## config.mk

```make
export PLATFORM = sky130hd
export DESIGN_NAME = power_stage_level
export DESIGN_NICKNAME = d
export VERILOG_FILES = /design/src/logic/power_stage_pkg.sv /design/src/logic/eval_tick.sv /design/src/logic/power_stage_level.sv /design/src/logic/ratio_divider.sv
export VERILOG_INCLUDE_DIRS = /design/src /design/src/logic
export SDC_FILE = /design/constraint.sdc
export NUM_CORES = 2
export LEC_CHECK = 0
export ABC_AREA = 0
export CAP_MARGIN = 10
export CORE_UTILIZATION = 53
export CTS_BUF_LIST = sky130_fd_sc_hd__clkbuf_8
export DETAILED_ROUTE_END_ITERATION = 10
export DONT_BUFFER_PORTS = 1
export GPL_ROUTABILITY_DRIVEN = 0
export PLACE_DENSITY = 0.68
export SLEW_MARGIN = 10
export SYNTH_ARGS = -nofsm -noshare
export SYNTH_HDL_FRONTEND = slang
export SYNTH_SLANG_ARGS = --single-unit
export TNS_END_PERCENT = 20
```

## constraint.sdc

```tcl
create_clock -name clk_sys -period 21.3 [get_ports clk_sys]
set_input_delay 1.065 -clock clk_sys [delete_from_list [all_inputs] [get_ports clk_sys]]
set_output_delay 1.065 -clock clk_sys [all_outputs]
set_load 0.03 [all_outputs]
```

## src/logic/power_stage_regs.svh

```systemverilog
`ifndef POWER_STAGE_REGS_SVH
`define POWER_STAGE_REGS_SVH
// Operation
// The compared quantity is active, reactive or apparent three-phase power, active by default.
// A direction setting picks over or under operation, over by default.
// Release happens at 97 percent of pick-up in over mode and 103 percent in under mode.
// The pick-up level is a signed percentage of nominal power in 0.005 percent steps, zero at reset.
// Nominal power comes from the manual value or from the status monitor, manual by default.
// The manual nominal power has 0.0001 MVA resolution, is 10 MVA at reset and is used only in manual.
// A side setting picks which of two power measurement sets feeds the stage, the first by default.
// The node mode has five values, is on at reset and can be set only while individual mode is allowed.
// The reported status can be forced to normal, start, trip or blocked only while forcing is enabled; the code treats a forced normal as no forcing.
// The stage computes the ratio of measured power magnitude to pick-up level and decides on it; the code decides on a signed direct compare.
// The measurement front end refreshes its current and voltage derived values every 5 ms; the bench model refreshes every REFRESH clock cycles.
// Node mode, forced status and measurement side do not change with the setting group.
// Pick-up parameters come from the active setting group and a switch applies without a stop.
// Start asserts on the first 5 ms evaluation past the level and drops when the release is crossed.

// Register byte addresses.
`define ADDR_CTRL      8'h00
`define ADDR_GRP_IDX   8'h04
`define ADDR_GRP_CFG   8'h08
`define ADDR_GRP_NOM   8'h0c
`define ADDR_GRP_PCT   8'h10
`define ADDR_STATUS    8'h14
`define ADDR_MEAS      8'h18
`define ADDR_RATIO     8'h1c
`define ADDR_NOM_USED  8'h20
`define ADDR_IRQ_STAT  8'h24
`define ADDR_IRQ_MASK  8'h28

// Field positions.
`define CTRL_LN        2:0
`define CTRL_FORCE     4:3
`define CTRL_SIDE      5
`define CFG_MAG        1:0
`define CFG_SRC        3:2
`define CFG_UNDER      4
`define ST_COND        1:0
`define ST_START       2
`define ST_BLOCKED     3
`define ST_GROUP_LSB   4
`define IRQ_BITS       3:0

// Widths and reset values.
`define PWR_W          32
`define NOM_W          24
`define PCT_W          18
`define EV_W           4
`define DIV_W          64
`define NOM_RESET      24'h0186a0
`define PCT_RESET      18'h00000
`define SIDE_RESET     1'b0
`define UNDER_RESET    1'b0
`define LN_MAX         3'h4

// Scaling: one pick-up step is 1/20000 of nominal, ratio unit is 1/10000 p.u.
`define PICKUP_STEPS   64'sh4e20
`define RATIO_ONE      64'sh2710
`define PCT_FULL       64'sh64
`define HYST_OVER      64'sh61
`define HYST_UNDER     64'sh67

// Timing.
`define EVAL_PERIOD_US 5000
`define CLK_MHZ        40
`endif

```

## src/logic/power_stage_pkg.sv

```systemverilog
`default_nettype none
package power_stage_pkg;
  typedef enum logic [1:0] {
    MAG_ACTIVE   = 2'h0,
    MAG_REACTIVE = 2'h1,
    MAG_APPARENT = 2'h2
  } magnitude_e;
  typedef enum logic [1:0] {
    NOM_MANUAL = 2'h0,
    NOM_GEN    = 2'h1,
    NOM_TRAFO  = 2'h2
  } nom_src_e;
  typedef enum logic [2:0] {
    LN_ON           = 3'h0,
    LN_BLOCKED      = 3'h1,
    LN_TEST         = 3'h2,
    LN_TEST_BLOCKED = 3'h3,
    LN_OFF          = 3'h4
  } ln_mode_e;
  typedef enum logic [1:0] {
    COND_NORMAL  = 2'h0,
    COND_START   = 2'h1,
    COND_TRIP    = 2'h2,
    COND_BLOCKED = 2'h3
  } cond_e;
  typedef enum logic [1:0] {
    ST_NORMAL  = 2'h0,
    ST_START   = 2'h1,
    ST_BLOCKED = 2'h2
  } stage_state_e;
endpackage
`default_nettype wire

```

## src/logic/eval_tick.sv

```systemverilog
`timescale 1ns/1ps
`default_nettype none
module eval_tick #(
  parameter int unsigned CYCLES = 200000
) (
  input  wire logic clk_sys,
  input  wire logic rst,
  output logic      tick
);
  localparam int unsigned CW = $clog2(CYCLES);
  logic [CW-1:0] count;

  always_ff @(posedge clk_sys)
  begin
    if (rst)
    begin
      count <= '0;
      tick  <= 1'b0;
    end
    else if (count == CW'(CYCLES - 1))
    begin
      count <= '0;
      tick  <= 1'b1;
    end
    else
    begin
      count <= count + 1'b1;
      tick  <= 1'b0;
    end
  end
endmodule // eval_tick
`default_nettype wire

```

## src/logic/power_stage_level.sv

```systemverilog
`timescale 1ns/1ps
`default_nettype none
`include "power_stage_regs.svh"
module power_stage_level #(
  parameter int unsigned NGROUPS     = 8,
  parameter int unsigned EVAL_CYCLES = `EVAL_PERIOD_US * `CLK_MHZ
) (
  input  wire logic                         clk_sys,
  input  wire logic                         rst,
  input  wire logic [7:0]                   addr,
  input  wire logic [31:0]                  wdata,
  input  wire logic                         wr,
  input  wire logic                         rd,
  output logic [31:0]                       rdata,
  input  wire logic signed [`PWR_W-1:0]     power_side_one_active,
  input  wire logic signed [`PWR_W-1:0]     power_side_one_reactive,
  input  wire logic signed [`PWR_W-1:0]     power_side_one_apparent,
  input  wire logic signed [`PWR_W-1:0]     power_side_two_active,
  input  wire logic signed [`PWR_W-1:0]     power_side_two_reactive,
  input  wire logic signed [`PWR_W-1:0]     power_side_two_apparent,
  input  wire logic [`NOM_W-1:0]            nom_gen,
  input  wire logic [`NOM_W-1:0]            nom_trafo,
  input  wire logic                         allow_ln_mode,
  input  wire logic                         enable_forcing,
  input  wire logic [$clog2(NGROUPS)-1:0]   group_active,
  input  wire logic                         block_in,
  output logic                              start_out,
  output logic                              blocked_out,
  output logic [1:0]                        condition,
  output logic                              irq
);
  localparam int unsigned GW = $clog2(NGROUPS);

  power_stage_pkg::ln_mode_e     ln_mode;
  power_stage_pkg::cond_e        force_status;
  logic                          side;
  logic [GW-1:0]                 edit_idx;
  power_stage_pkg::magnitude_e   cfg_mag [NGROUPS];
  power_stage_pkg::nom_src_e     cfg_src [NGROUPS];
  logic                          cfg_under [NGROUPS];
  logic [`NOM_W-1:0]             cfg_nom [NGROUPS];
  logic signed [`PCT_W-1:0]      cfg_pct [NGROUPS];
  power_stage_pkg::stage_state_e state;
  power_stage_pkg::stage_state_e next_state;
  power_stage_pkg::cond_e        next_cond;
  logic signed [`PWR_W-1:0]      meas_sel;
  logic signed [`PWR_W-1:0]      meas_now;
  logic [`NOM_W-1:0]             nom_used;
  logic signed [63:0]            m_s;
  logic signed [63:0]            l_s;
  logic signed [63:0]            m_abs;
  logic signed [63:0]            l_abs;
  logic                          pick;
  logic                          release_hit;
  logic                          eff_block;
  logic                          tick;
  logic [`DIV_W-1:0]             quotient;
  logic                          div_done;
  logic [31:0]                   ratio;
  logic [`EV_W-1:0]              ev;
  logic [`EV_W-1:0]              irq_stat;
  logic [`EV_W-1:0]              irq_mask;
  logic [`EV_W-1:0]              next_stat;
  logic [31:0]                   rd_mux;

  ////////////////////////////////////////////////////////////////////////////
  eval_tick #(
    .CYCLES (EVAL_CYCLES)
  ) u_tick (
    .clk_sys (clk_sys),
    .rst     (rst),
    .tick    (tick)
  );

  ratio_divider #(
    .W (`DIV_W)
  ) u_div (
    .clk_sys  (clk_sys),
    .rst      (rst),
    .go       (tick),
    .dividend ($unsigned(m_abs * `RATIO_ONE)),
    .divisor  ($unsigned(l_abs)),
    .quotient (quotient),
    .done     (div_done)
  );

  ////////////////////////////////////////////////////////////////////////////
  // General settings live outside the group arrays so a group switch leaves them alone.
  // group independent
  always_ff @(posedge clk_sys)
  begin
    if (rst)
    begin
      ln_mode      <= power_stage_pkg::LN_ON;
      force_status <= power_stage_pkg::COND_NORMAL;
      side         <= `SIDE_RESET;
    end
    else if (wr && addr == `ADDR_CTRL)
    begin
      // mode write gate
      if (allow_ln_mode && wdata[`CTRL_LN] <= `LN_MAX)
      begin
        ln_mode <= power_stage_pkg::ln_mode_e'(wdata[`CTRL_LN]);
      end
      // forcing write gate
      if (enable_forcing)
      begin
        force_status <= power_stage_pkg::cond_e'(wdata[`CTRL_FORCE]);
      end
      // side select
      side <= wdata[`CTRL_SIDE];
    end
  end

  // per group settings
  always_ff @(posedge clk_sys)
  begin
    if (rst)
    begin
      edit_idx <= '0;
      for (int i = 0; i < NGROUPS; i++)
      begin
        // active default
        cfg_mag[i]   <= power_stage_pkg::MAG_ACTIVE;
        // manual default
        cfg_src[i]   <= power_stage_pkg::NOM_MANUAL;
        // over default
        cfg_under[i] <= `UNDER_RESET;
        // ten MVA
        cfg_nom[i]   <= `NOM_RESET;
        // zero level
        cfg_pct[i]   <= `PCT_RESET;
      end
    end
    else if (wr)
    begin
      case (addr)
        `ADDR_GRP_IDX:
        begin
          edit_idx <= wdata[GW-1:0];
        end
        `ADDR_GRP_CFG:
        begin
          cfg_mag[edit_idx]   <= power_stage_pkg::magnitude_e'(wdata[`CFG_MAG]);
          cfg_src[edit_idx]   <= power_stage_pkg::nom_src_e'(wdata[`CFG_SRC]);
          cfg_under[edit_idx] <= wdata[`CFG_UNDER];
        end
        `ADDR_GRP_NOM:
        begin
          cfg_nom[edit_idx] <= wdata[`NOM_W-1:0];
        end
        `ADDR_GRP_PCT:
        begin
          cfg_pct[edit_idx] <= wdata[`PCT_W-1:0];
        end
        default:
        begin
        end
      endcase
    end
  end

  ////////////////////////////////////////////////////////////////////////////
  always_comb
  begin
    // side mux
    // quantity mux
    case (cfg_mag[group_active])
      power_stage_pkg::MAG_ACTIVE:
        meas_sel = side ? power_side_two_active : power_side_one_active;
      power_stage_pkg::MAG_REACTIVE:
        meas_sel = side ? power_side_two_reactive : power_side_one_reactive;
      default:
        meas_sel = side ? power_side_two_apparent : power_side_one_apparent;
    endcase
    // nominal source
    // manual only
    case (cfg_src[group_active])
      power_stage_pkg::NOM_GEN:   nom_used = nom_gen;
      power_stage_pkg::NOM_TRAFO: nom_used = nom_trafo;
      default:                    nom_used = cfg_nom[group_active];
    endcase
  end

  // Both sides are scaled to pick-up steps so the compare needs no divide.
  // signed percent level
  assign m_s   = 64'(meas_sel) * `PICKUP_STEPS;
  assign l_s   = 64'(signed'({1'b0, nom_used})) * 64'(cfg_pct[group_active]);
  assign m_abs = (m_s < 0) ? -m_s : m_s;
  assign l_abs = (l_s < 0) ? -l_s : l_s;

  // signed direct compare of m_s with l_s, not the ratio against one
  // over or under
  assign pick = cfg_under[group_active] ? (m_s < l_s) : (m_s > l_s);
  // release hysteresis
  assign release_hit = cfg_under[group_active] ?
                       (m_s * `PCT_FULL > l_s * `HYST_UNDER) :
                       (m_s * `PCT_FULL < l_s * `HYST_OVER);

  // blocked modes
  assign eff_block = block_in || ln_mode == power_stage_pkg::LN_BLOCKED
                     || ln_mode == power_stage_pkg::LN_TEST_BLOCKED;

  ////////////////////////////////////////////////////////////////////////////
  // start on tick
  always_comb
  begin
    next_state = state;
    if (ln_mode == power_stage_pkg::LN_OFF)
    begin
      next_state = power_stage_pkg::ST_NORMAL;
    end
    else if (tick)
    begin
      case (state)
        power_stage_pkg::ST_NORMAL:
        begin
          if (pick)
          begin
            next_state = eff_block ? power_stage_pkg::ST_BLOCKED : power_stage_pkg::ST_START;
          end
        end
        power_stage_pkg::ST_START:
        begin
          if (release_hit)
          begin
            next_state = power_stage_pkg::ST_NORMAL;
          end
          else if (eff_block)
          begin
            next_state = power_stage_pkg::ST_BLOCKED;
          end
        end
        power_stage_pkg::ST_BLOCKED:
        begin
          if (release_hit)
          begin
            next_state = power_stage_pkg::ST_NORMAL;
          end
          else if (!eff_block)
          begin
            next_state = power_stage_pkg::ST_START;
          end
        end
        default:
        begin
          next_state = power_stage_pkg::ST_NORMAL;
        end
      endcase
    end
  end

  always_ff @(posedge clk_sys)
  begin
    if (rst)
    begin
      state <= power_stage_pkg::ST_NORMAL;
    end
    else
    begin
      state <= next_state;
    end
  end

  // forced status
  always_comb
  begin
    if (enable_forcing && force_status != power_stage_pkg::COND_NORMAL)
    begin
      next_cond = force_status;
    end
    else if (next_state == power_stage_pkg::ST_START)
    begin
      next_cond = power_stage_pkg::COND_START;
    end
    else if (next_state == power_stage_pkg::ST_BLOCKED)
    begin
      next_cond = power_stage_pkg::COND_BLOCKED;
    end
    else
    begin
      next_cond = power_stage_pkg::COND_NORMAL;
    end
  end

  assign ev = {blocked_out && next_cond != power_stage_pkg::COND_BLOCKED,
               !blocked_out && next_cond == power_stage_pkg::COND_BLOCKED,
               start_out && next_cond != power_stage_pkg::COND_START,
               !start_out && next_cond == power_stage_pkg::COND_START};

  always_ff @(posedge clk_sys)
  begin
    if (rst)
    begin
      condition   <= power_stage_pkg::COND_NORMAL;
      start_out   <= 1'b0;
      blocked_out <= 1'b0;
    end
    else
    begin
      condition   <= next_cond;
      start_out   <= next_cond == power_stage_pkg::COND_START;
      blocked_out <= next_cond == power_stage_pkg::COND_BLOCKED;
    end
  end

  // ratio capture
  always_ff @(posedge clk_sys)
  begin
    if (rst)
    begin
      ratio    <= '0;
      meas_now <= '0;
    end
    else
    begin
      if (tick)
      begin
        meas_now <= meas_sel;
      end
      if (div_done)
      begin
        ratio <= (|quotient[`DIV_W-1:32]) ? '1 : quotient[31:0];
      end
    end
  end

  ////////////////////////////////////////////////////////////////////////////
  // A new event wins over a clear written in the same cycle.
  assign next_stat = (irq_stat & ~((wr && addr == `ADDR_IRQ_STAT) ?
                     wdata[`IRQ_BITS] : '0)) | ev;

  always_ff @(posedge clk_sys)
  begin
    if (rst)
    begin
      irq_stat <= '0;
      irq      <= 1'b0;
    end
    else
    begin
      irq_stat <= next_stat;
      irq      <= |(next_stat & irq_mask);
    end
  end

  always_ff @(posedge clk_sys)
  begin
    if (rst)
    begin
      irq_mask <= '0;
    end
    else if (wr && addr == `ADDR_IRQ_MASK)
    begin
      irq_mask <= wdata[`IRQ_BITS];
    end
  end

  ////////////////////////////////////////////////////////////////////////////
  always_comb
  begin
    rd_mux = '0;
    case (addr)
      `ADDR_CTRL:
      begin
        rd_mux[`CTRL_LN]    = ln_mode;
        rd_mux[`CTRL_FORCE] = force_status;
        rd_mux[`CTRL_SIDE]  = side;
      end
      `ADDR_GRP_IDX:
        rd_mux[GW-1:0] = edit_idx;
      `ADDR_GRP_CFG:
      begin
        rd_mux[`CFG_MAG]   = cfg_mag[edit_idx];
        rd_mux[`CFG_SRC]   = cfg_src[edit_idx];
        rd_mux[`CFG_UNDER] = cfg_under[edit_idx];
      end
      `ADDR_GRP_NOM:
      begin
        if (cfg_src[edit_idx] == power_stage_pkg::NOM_MANUAL)
        begin
          rd_mux[`NOM_W-1:0] = cfg_nom[edit_idx];
        end
      end
      `ADDR_GRP_PCT:
        rd_mux = 32'(cfg_pct[edit_idx]);
      `ADDR_STATUS:
      begin
        rd_mux[`ST_COND]              = condition;
        rd_mux[`ST_START]             = start_out;
        rd_mux[`ST_BLOCKED]           = blocked_out;
        rd_mux[`ST_GROUP_LSB +: GW]   = group_active;
      end
      `ADDR_MEAS:     rd_mux = meas_now;
      `ADDR_RATIO:    rd_mux = ratio;
      `ADDR_NOM_USED: rd_mux[`NOM_W-1:0] = nom_used;
      `ADDR_IRQ_STAT: rd_mux[`IRQ_BITS] = irq_stat;
      `ADDR_IRQ_MASK: rd_mux[`IRQ_BITS] = irq_mask;
      default:        rd_mux = '0;
    endcase
  end

  always_ff @(posedge clk_sys)
  begin
    if (rst)
    begin
      rdata <= '0;
    end
    else
    begin
      rdata <= rd ? rd_mux : '0;
    end
  end
endmodule // power_stage_level
`default_nettype wire

```

## src/logic/ratio_divider.sv

```systemverilog
`timescale 1ns/1ps
`default_nettype none
module ratio_divider #(
  parameter int unsigned W = 64
) (
  input  wire logic         clk_sys,
  input  wire logic         rst,
  input  wire logic         go,
  input  wire logic [W-1:0] dividend,
  input  wire logic [W-1:0] divisor,
  output logic [W-1:0]      quotient,
  output logic              done
);
  localparam int unsigned CW = $clog2(W) + 1;
  logic [CW-1:0] count;
  logic [W-1:0]  rem;
  logic [W-1:0]  quo;
  logic [W-1:0]  dvs;
  logic [W:0]    shifted;

  // A zero divisor yields all ones, which reads as a saturated ratio.
  assign shifted = {rem, quo[W-1]};

  always_ff @(posedge clk_sys)
  begin
    if (rst)
    begin
      count    <= '0;
      rem      <= '0;
      quo      <= '0;
      dvs      <= '0;
      quotient <= '0;
      done     <= 1'b0;
    end
    else if (go)
    begin
      count <= CW'(W);
      rem   <= '0;
      quo   <= dividend;
      dvs   <= divisor;
      done  <= 1'b0;
    end
    else if (count != '0)
    begin
      count <= count - 1'b1;
      if (shifted >= {1'b0, dvs})
      begin
        rem <= W'(shifted - {1'b0, dvs});
        quo <= {quo[W-2:0], 1'b1};
      end
      else
      begin
        rem <= shifted[W-1:0];
        quo <= {quo[W-2:0], 1'b0};
      end
      done <= (count == CW'(1));
      if (count == CW'(1))
      begin
        quotient <= (shifted >= {1'b0, dvs}) ? {quo[W-2:0], 1'b1} : {quo[W-2:0], 1'b0};
      end
    end
    else
    begin
      done <= 1'b0;
    end
  end
endmodule // ratio_divider
`default_nettype wire
```

==> impl_metrics.csv <==
group,metric,value,unit
clocking,insertion_delay,0.95,ns
logic_synthesis,yosysSeqAreaShare,21.8,%
setup_path,critical_path.most_common_cell,"fa_1",
setup_path,critPathRequiredTime,22.09,ns
logic_synthesis,synth-main-ff-cell,"dfxtp_1",
clocking,clockRootBuffer,"clkbuf_8",
logic_synthesis,synth_fa_ha_area_share,34.0,%
placed_design,place.detailed.hpwl,202000,um
logic_synthesis,synth_area_per_cell,9.44,um2
layout,multi_input_area,63300,um2
sta,min_period_over_period,89.7,%
routing,drt-pass1-iter-count,8,
setup_path,r2r_end,"irq",
sta,post-route-min-period,19.10,ns
setup_path,critical_path_class,"register to register",
logic_synthesis,synth_top_family_by_area,"adder cells",
floorplanning,io_pins,327,
run_status,outcome,"complete, no violations",
clocking,post-cts-setup-buffer-count,0,
routing,antenna_left,0,
logic_synthesis,yosys_warnings,0,
logic_synthesis,ys_types,92,
clocking,cts.sinks,782,
logic_synthesis,synth-async-reset-ratio,0,%
clocking,cts_tree,"built",
sta,finClkSkew,0.0977,ns
floorplanning,initial_utilization,53.4,%
sta,rsz0062_at_grt,"false",
clocking,clock_path_buffers,3,
global_routing,use_met3,7.46,%
setup_path,rr_worst_depth,65,
sta,fin_setup_tns,0,ns
global_routing,grt_pass1_vias,69800,
sta,slew_violations,0,
global_routing,grt_use_met1,40.2,%
global_routing,grt_max_degree,205,
sta,max_clock_freq,52.3,MHz
job,max-cap-violations,0,
logic_synthesis,synth_xor_area_share,4.18,%
routing,avgRoutedWirePerCell,22.4,um
global_routing,met2_usage,47.9,%
clocking,tritoncts.num_buffers,144,
floorplanning,die_w,412,um
logic_synthesis,yosys.area.top_type,"fa_1",
setup_path,worstPathArrival,19.89,ns
sta,worstMarginPinSlew,1.21,ns
setup_path,start_kind,"register",
routing,vias,69600,
clocking,h-tree-depth,4,
routing,drt-initial-drc-count,6644,
logic_synthesis,yosys.area_share.simple,12.7,%
hold_path,worst_hold_path_type,"primary input to register",
global_routing,overflow,0,
logic_synthesis,synth.area.mux_share,7.91,%
global_routing,grt_pass1_wl,399000,um
floorplanning,die_y,412,um
setup_path,cp_max_fo,44,
setup_path,r2r_setup_slack,2.20,ns
routing,drc,0,
hold_path,min_path_cells,2,
clocking,ctsResizeCount,0,
floorplanning,core,167000,um2
logic_synthesis,synth_compound_area_share,11.8,%
clocking,clk_pin_slew,0.06,ns
sta,hold_violations,0,
setup_path,r2r-start,"cfg_src[4][1]",
hold_path,min_from,"wdata[4]",
layout,seq_area,19400,um2
sta,relSlewSlack,17.0,%
routing,viasPerCell,5.96,
logic_synthesis,synth_area_leaders,"fa_1, ha_1, edfxtp_1",
layout,layout.nets,11600,
logic_synthesis,synth_edf_count,376,
sta,setup_viol,0,
floorplanning,rows,150,
logic_synthesis,synth_top_area_share,17.4,%
logic_synthesis,syn-cell-area,89200,um2
floorplanning,dieArea,170000,um2
layout,syn_to_final_growth,6.21,%
logic_synthesis,ys_seq_elements,782,
clocking,cts_hold_buf,0,
global_routing,top_usage_layer,"met2",
layout,num-fill-cells,14500,
placed_design,port_buffers,0,
logic_synthesis,synthCells,9447,
global_routing,grtUsageTotal,30.7,%
setup_path,slowest_stage,"ha_2",
global_routing,antenna_found_initial,26,
routing,drt-total-wl,261000,um
layout,drive_gt1_share,7.59,%
setup_path,cpPeakStageDelay,0.93,ns
hold_path,worstHoldEndpoint,"force_status[1]",
setup_path,worstSetupEndpointType,"register",
==> stage by stage <==
stage          instances  setup slack, ns  area, um2  utilization [%]  hold WS, ns
2_1_floorplan       9466             2.93      89300                -        0.422
3_3_place_gp       11400             2.18      91700             54.8        0.434
3_5_place_dp       11400             1.87      91700             54.8        0.437
4_1_cts            11700             2.54      94700             56.6        0.193
5_1_grt            11700             1.52      94700             56.7        0.263
6_report           11700             2.20      94800             56.7        0.277
==> layer usage <==
metal / vias up / share of wire (%)
met2: 3065 / 45
li1: 31900 / -
met3: 657 / 9.9
met4: 2 / 5.2
met5: - / 0.0050
met1: 34100 / 40
==> state kept, by name, indices dropped and copies added (netlist names), 16 cells and up, named ones only <==
register        cells
cfg_src            16
rdata              32
cfg_nom           192
cfg_mag            16
meas_now           32
ratio              32
u_div.dvs          64
u_div.quotient     64
cfg_pct           144
u_tick.count       18
u_div.quo          64
u_div.rem          64
==> synthesized netlist by cell type (51+ instances only) <==
library cell and count:
ha_1 1181, xor2_1 124, a21oi_1 588, a31oi_1 65
o21ai_0 308, fa_1 777, mux4_2 212, clkbuf_1 317
nand2b_1 105, edfxtp_1 376, nand2_1 728, a211oi_1 73
mux2_2 74, inv_1 1431, dfxtp_1 406, mux2i_1 144
and2_1 395, nor3_1 65, nor2_1 607, nand4_1 65
nor2b_1 72, or3_1 66, nand3_1 105, a21o_1 183
xnor2_1 294, o21bai_1 51, o22ai_1 58
==> cells in the final DEF, fill, tap and decap left out, types with 64 or more instances in the layout <==
master    count
mux2i_1     137
a31oi_1      64
buf_4       117
a21oi_1     584
clkbuf_8    163
nand3_1     105
and2_1      394
inv_1      1483
nand4_1      65
dfxtp_1     401
nor2_1      589
nand2_1     726
ha_1       1180
o21ai_0     290
nor3_1       65
fa_1        777
a211oi_1     73
mux4_2      212
mux2_2       74
nor2b_1      72
xor2_1      124
xnor2_1     294
or3_1        66
edfxtp_1    376
a21o_1      183
nand2b_1    105
==> area by class of cell <==
cell class                      instances  share of cell area [%]
Tap cell                             2204                    2.91
Sequential cell                       782                    20.5
Timing Repair Buffer                  117                   0.927
Clock inverter                         96                   0.784
Inverter                             1437                    5.69
Clock buffer                          163                    2.37
Multi-Input combinational cell       6868                    66.7
Antenna cell                           25                  0.0660
==> worst max-delay path by stage <==
stage	startpoint	slack, ns	end
5_1_grt	cfg_src[4][1]	1.52	irq
3_3_place_gp	group_active[0]	2.18	irq
2_1_floorplan	group_active[0]	2.93	irq
4_1_cts	cfg_src[4][1]	2.54	irq
6_report	cfg_src[4][1]	2.20	irq
3_5_place_dp	group_active[0]	1.87	irq
==> worst max-delay path: cells and delay by family, from the launching register on <==
| kind | cells | cell delay, ns |
|---|---|---|
| xor gates and xnor gates | 3 | 1.04 |
| AOI/OAI and AO/OA | 31 | 7.42 |
| DFF | 1 | 0.42 |
| and+or+nand+nor | 9 | 1.52 |
| adders and majority gates | 15 | 7.24 |
| buffers and inverters | 5 | 0.33 |
| muxes | 2 | 0.91 |
==> cells by family after synthesis <==
family | Yosys count
XOR/XNOR | 422
AND/OR/NAND/NOR | 2356
multiplexers | 431
other | 1
AO/OA/AOI/OAI | 1680
adder cells (fa/ha/maj) | 1959
buffers and inverters | 1816
flip-flops | 782
Power is left out: the tool's default activity adds up to more than one toggle a clock period on the data nets, which glitch-free logic cannot reach.
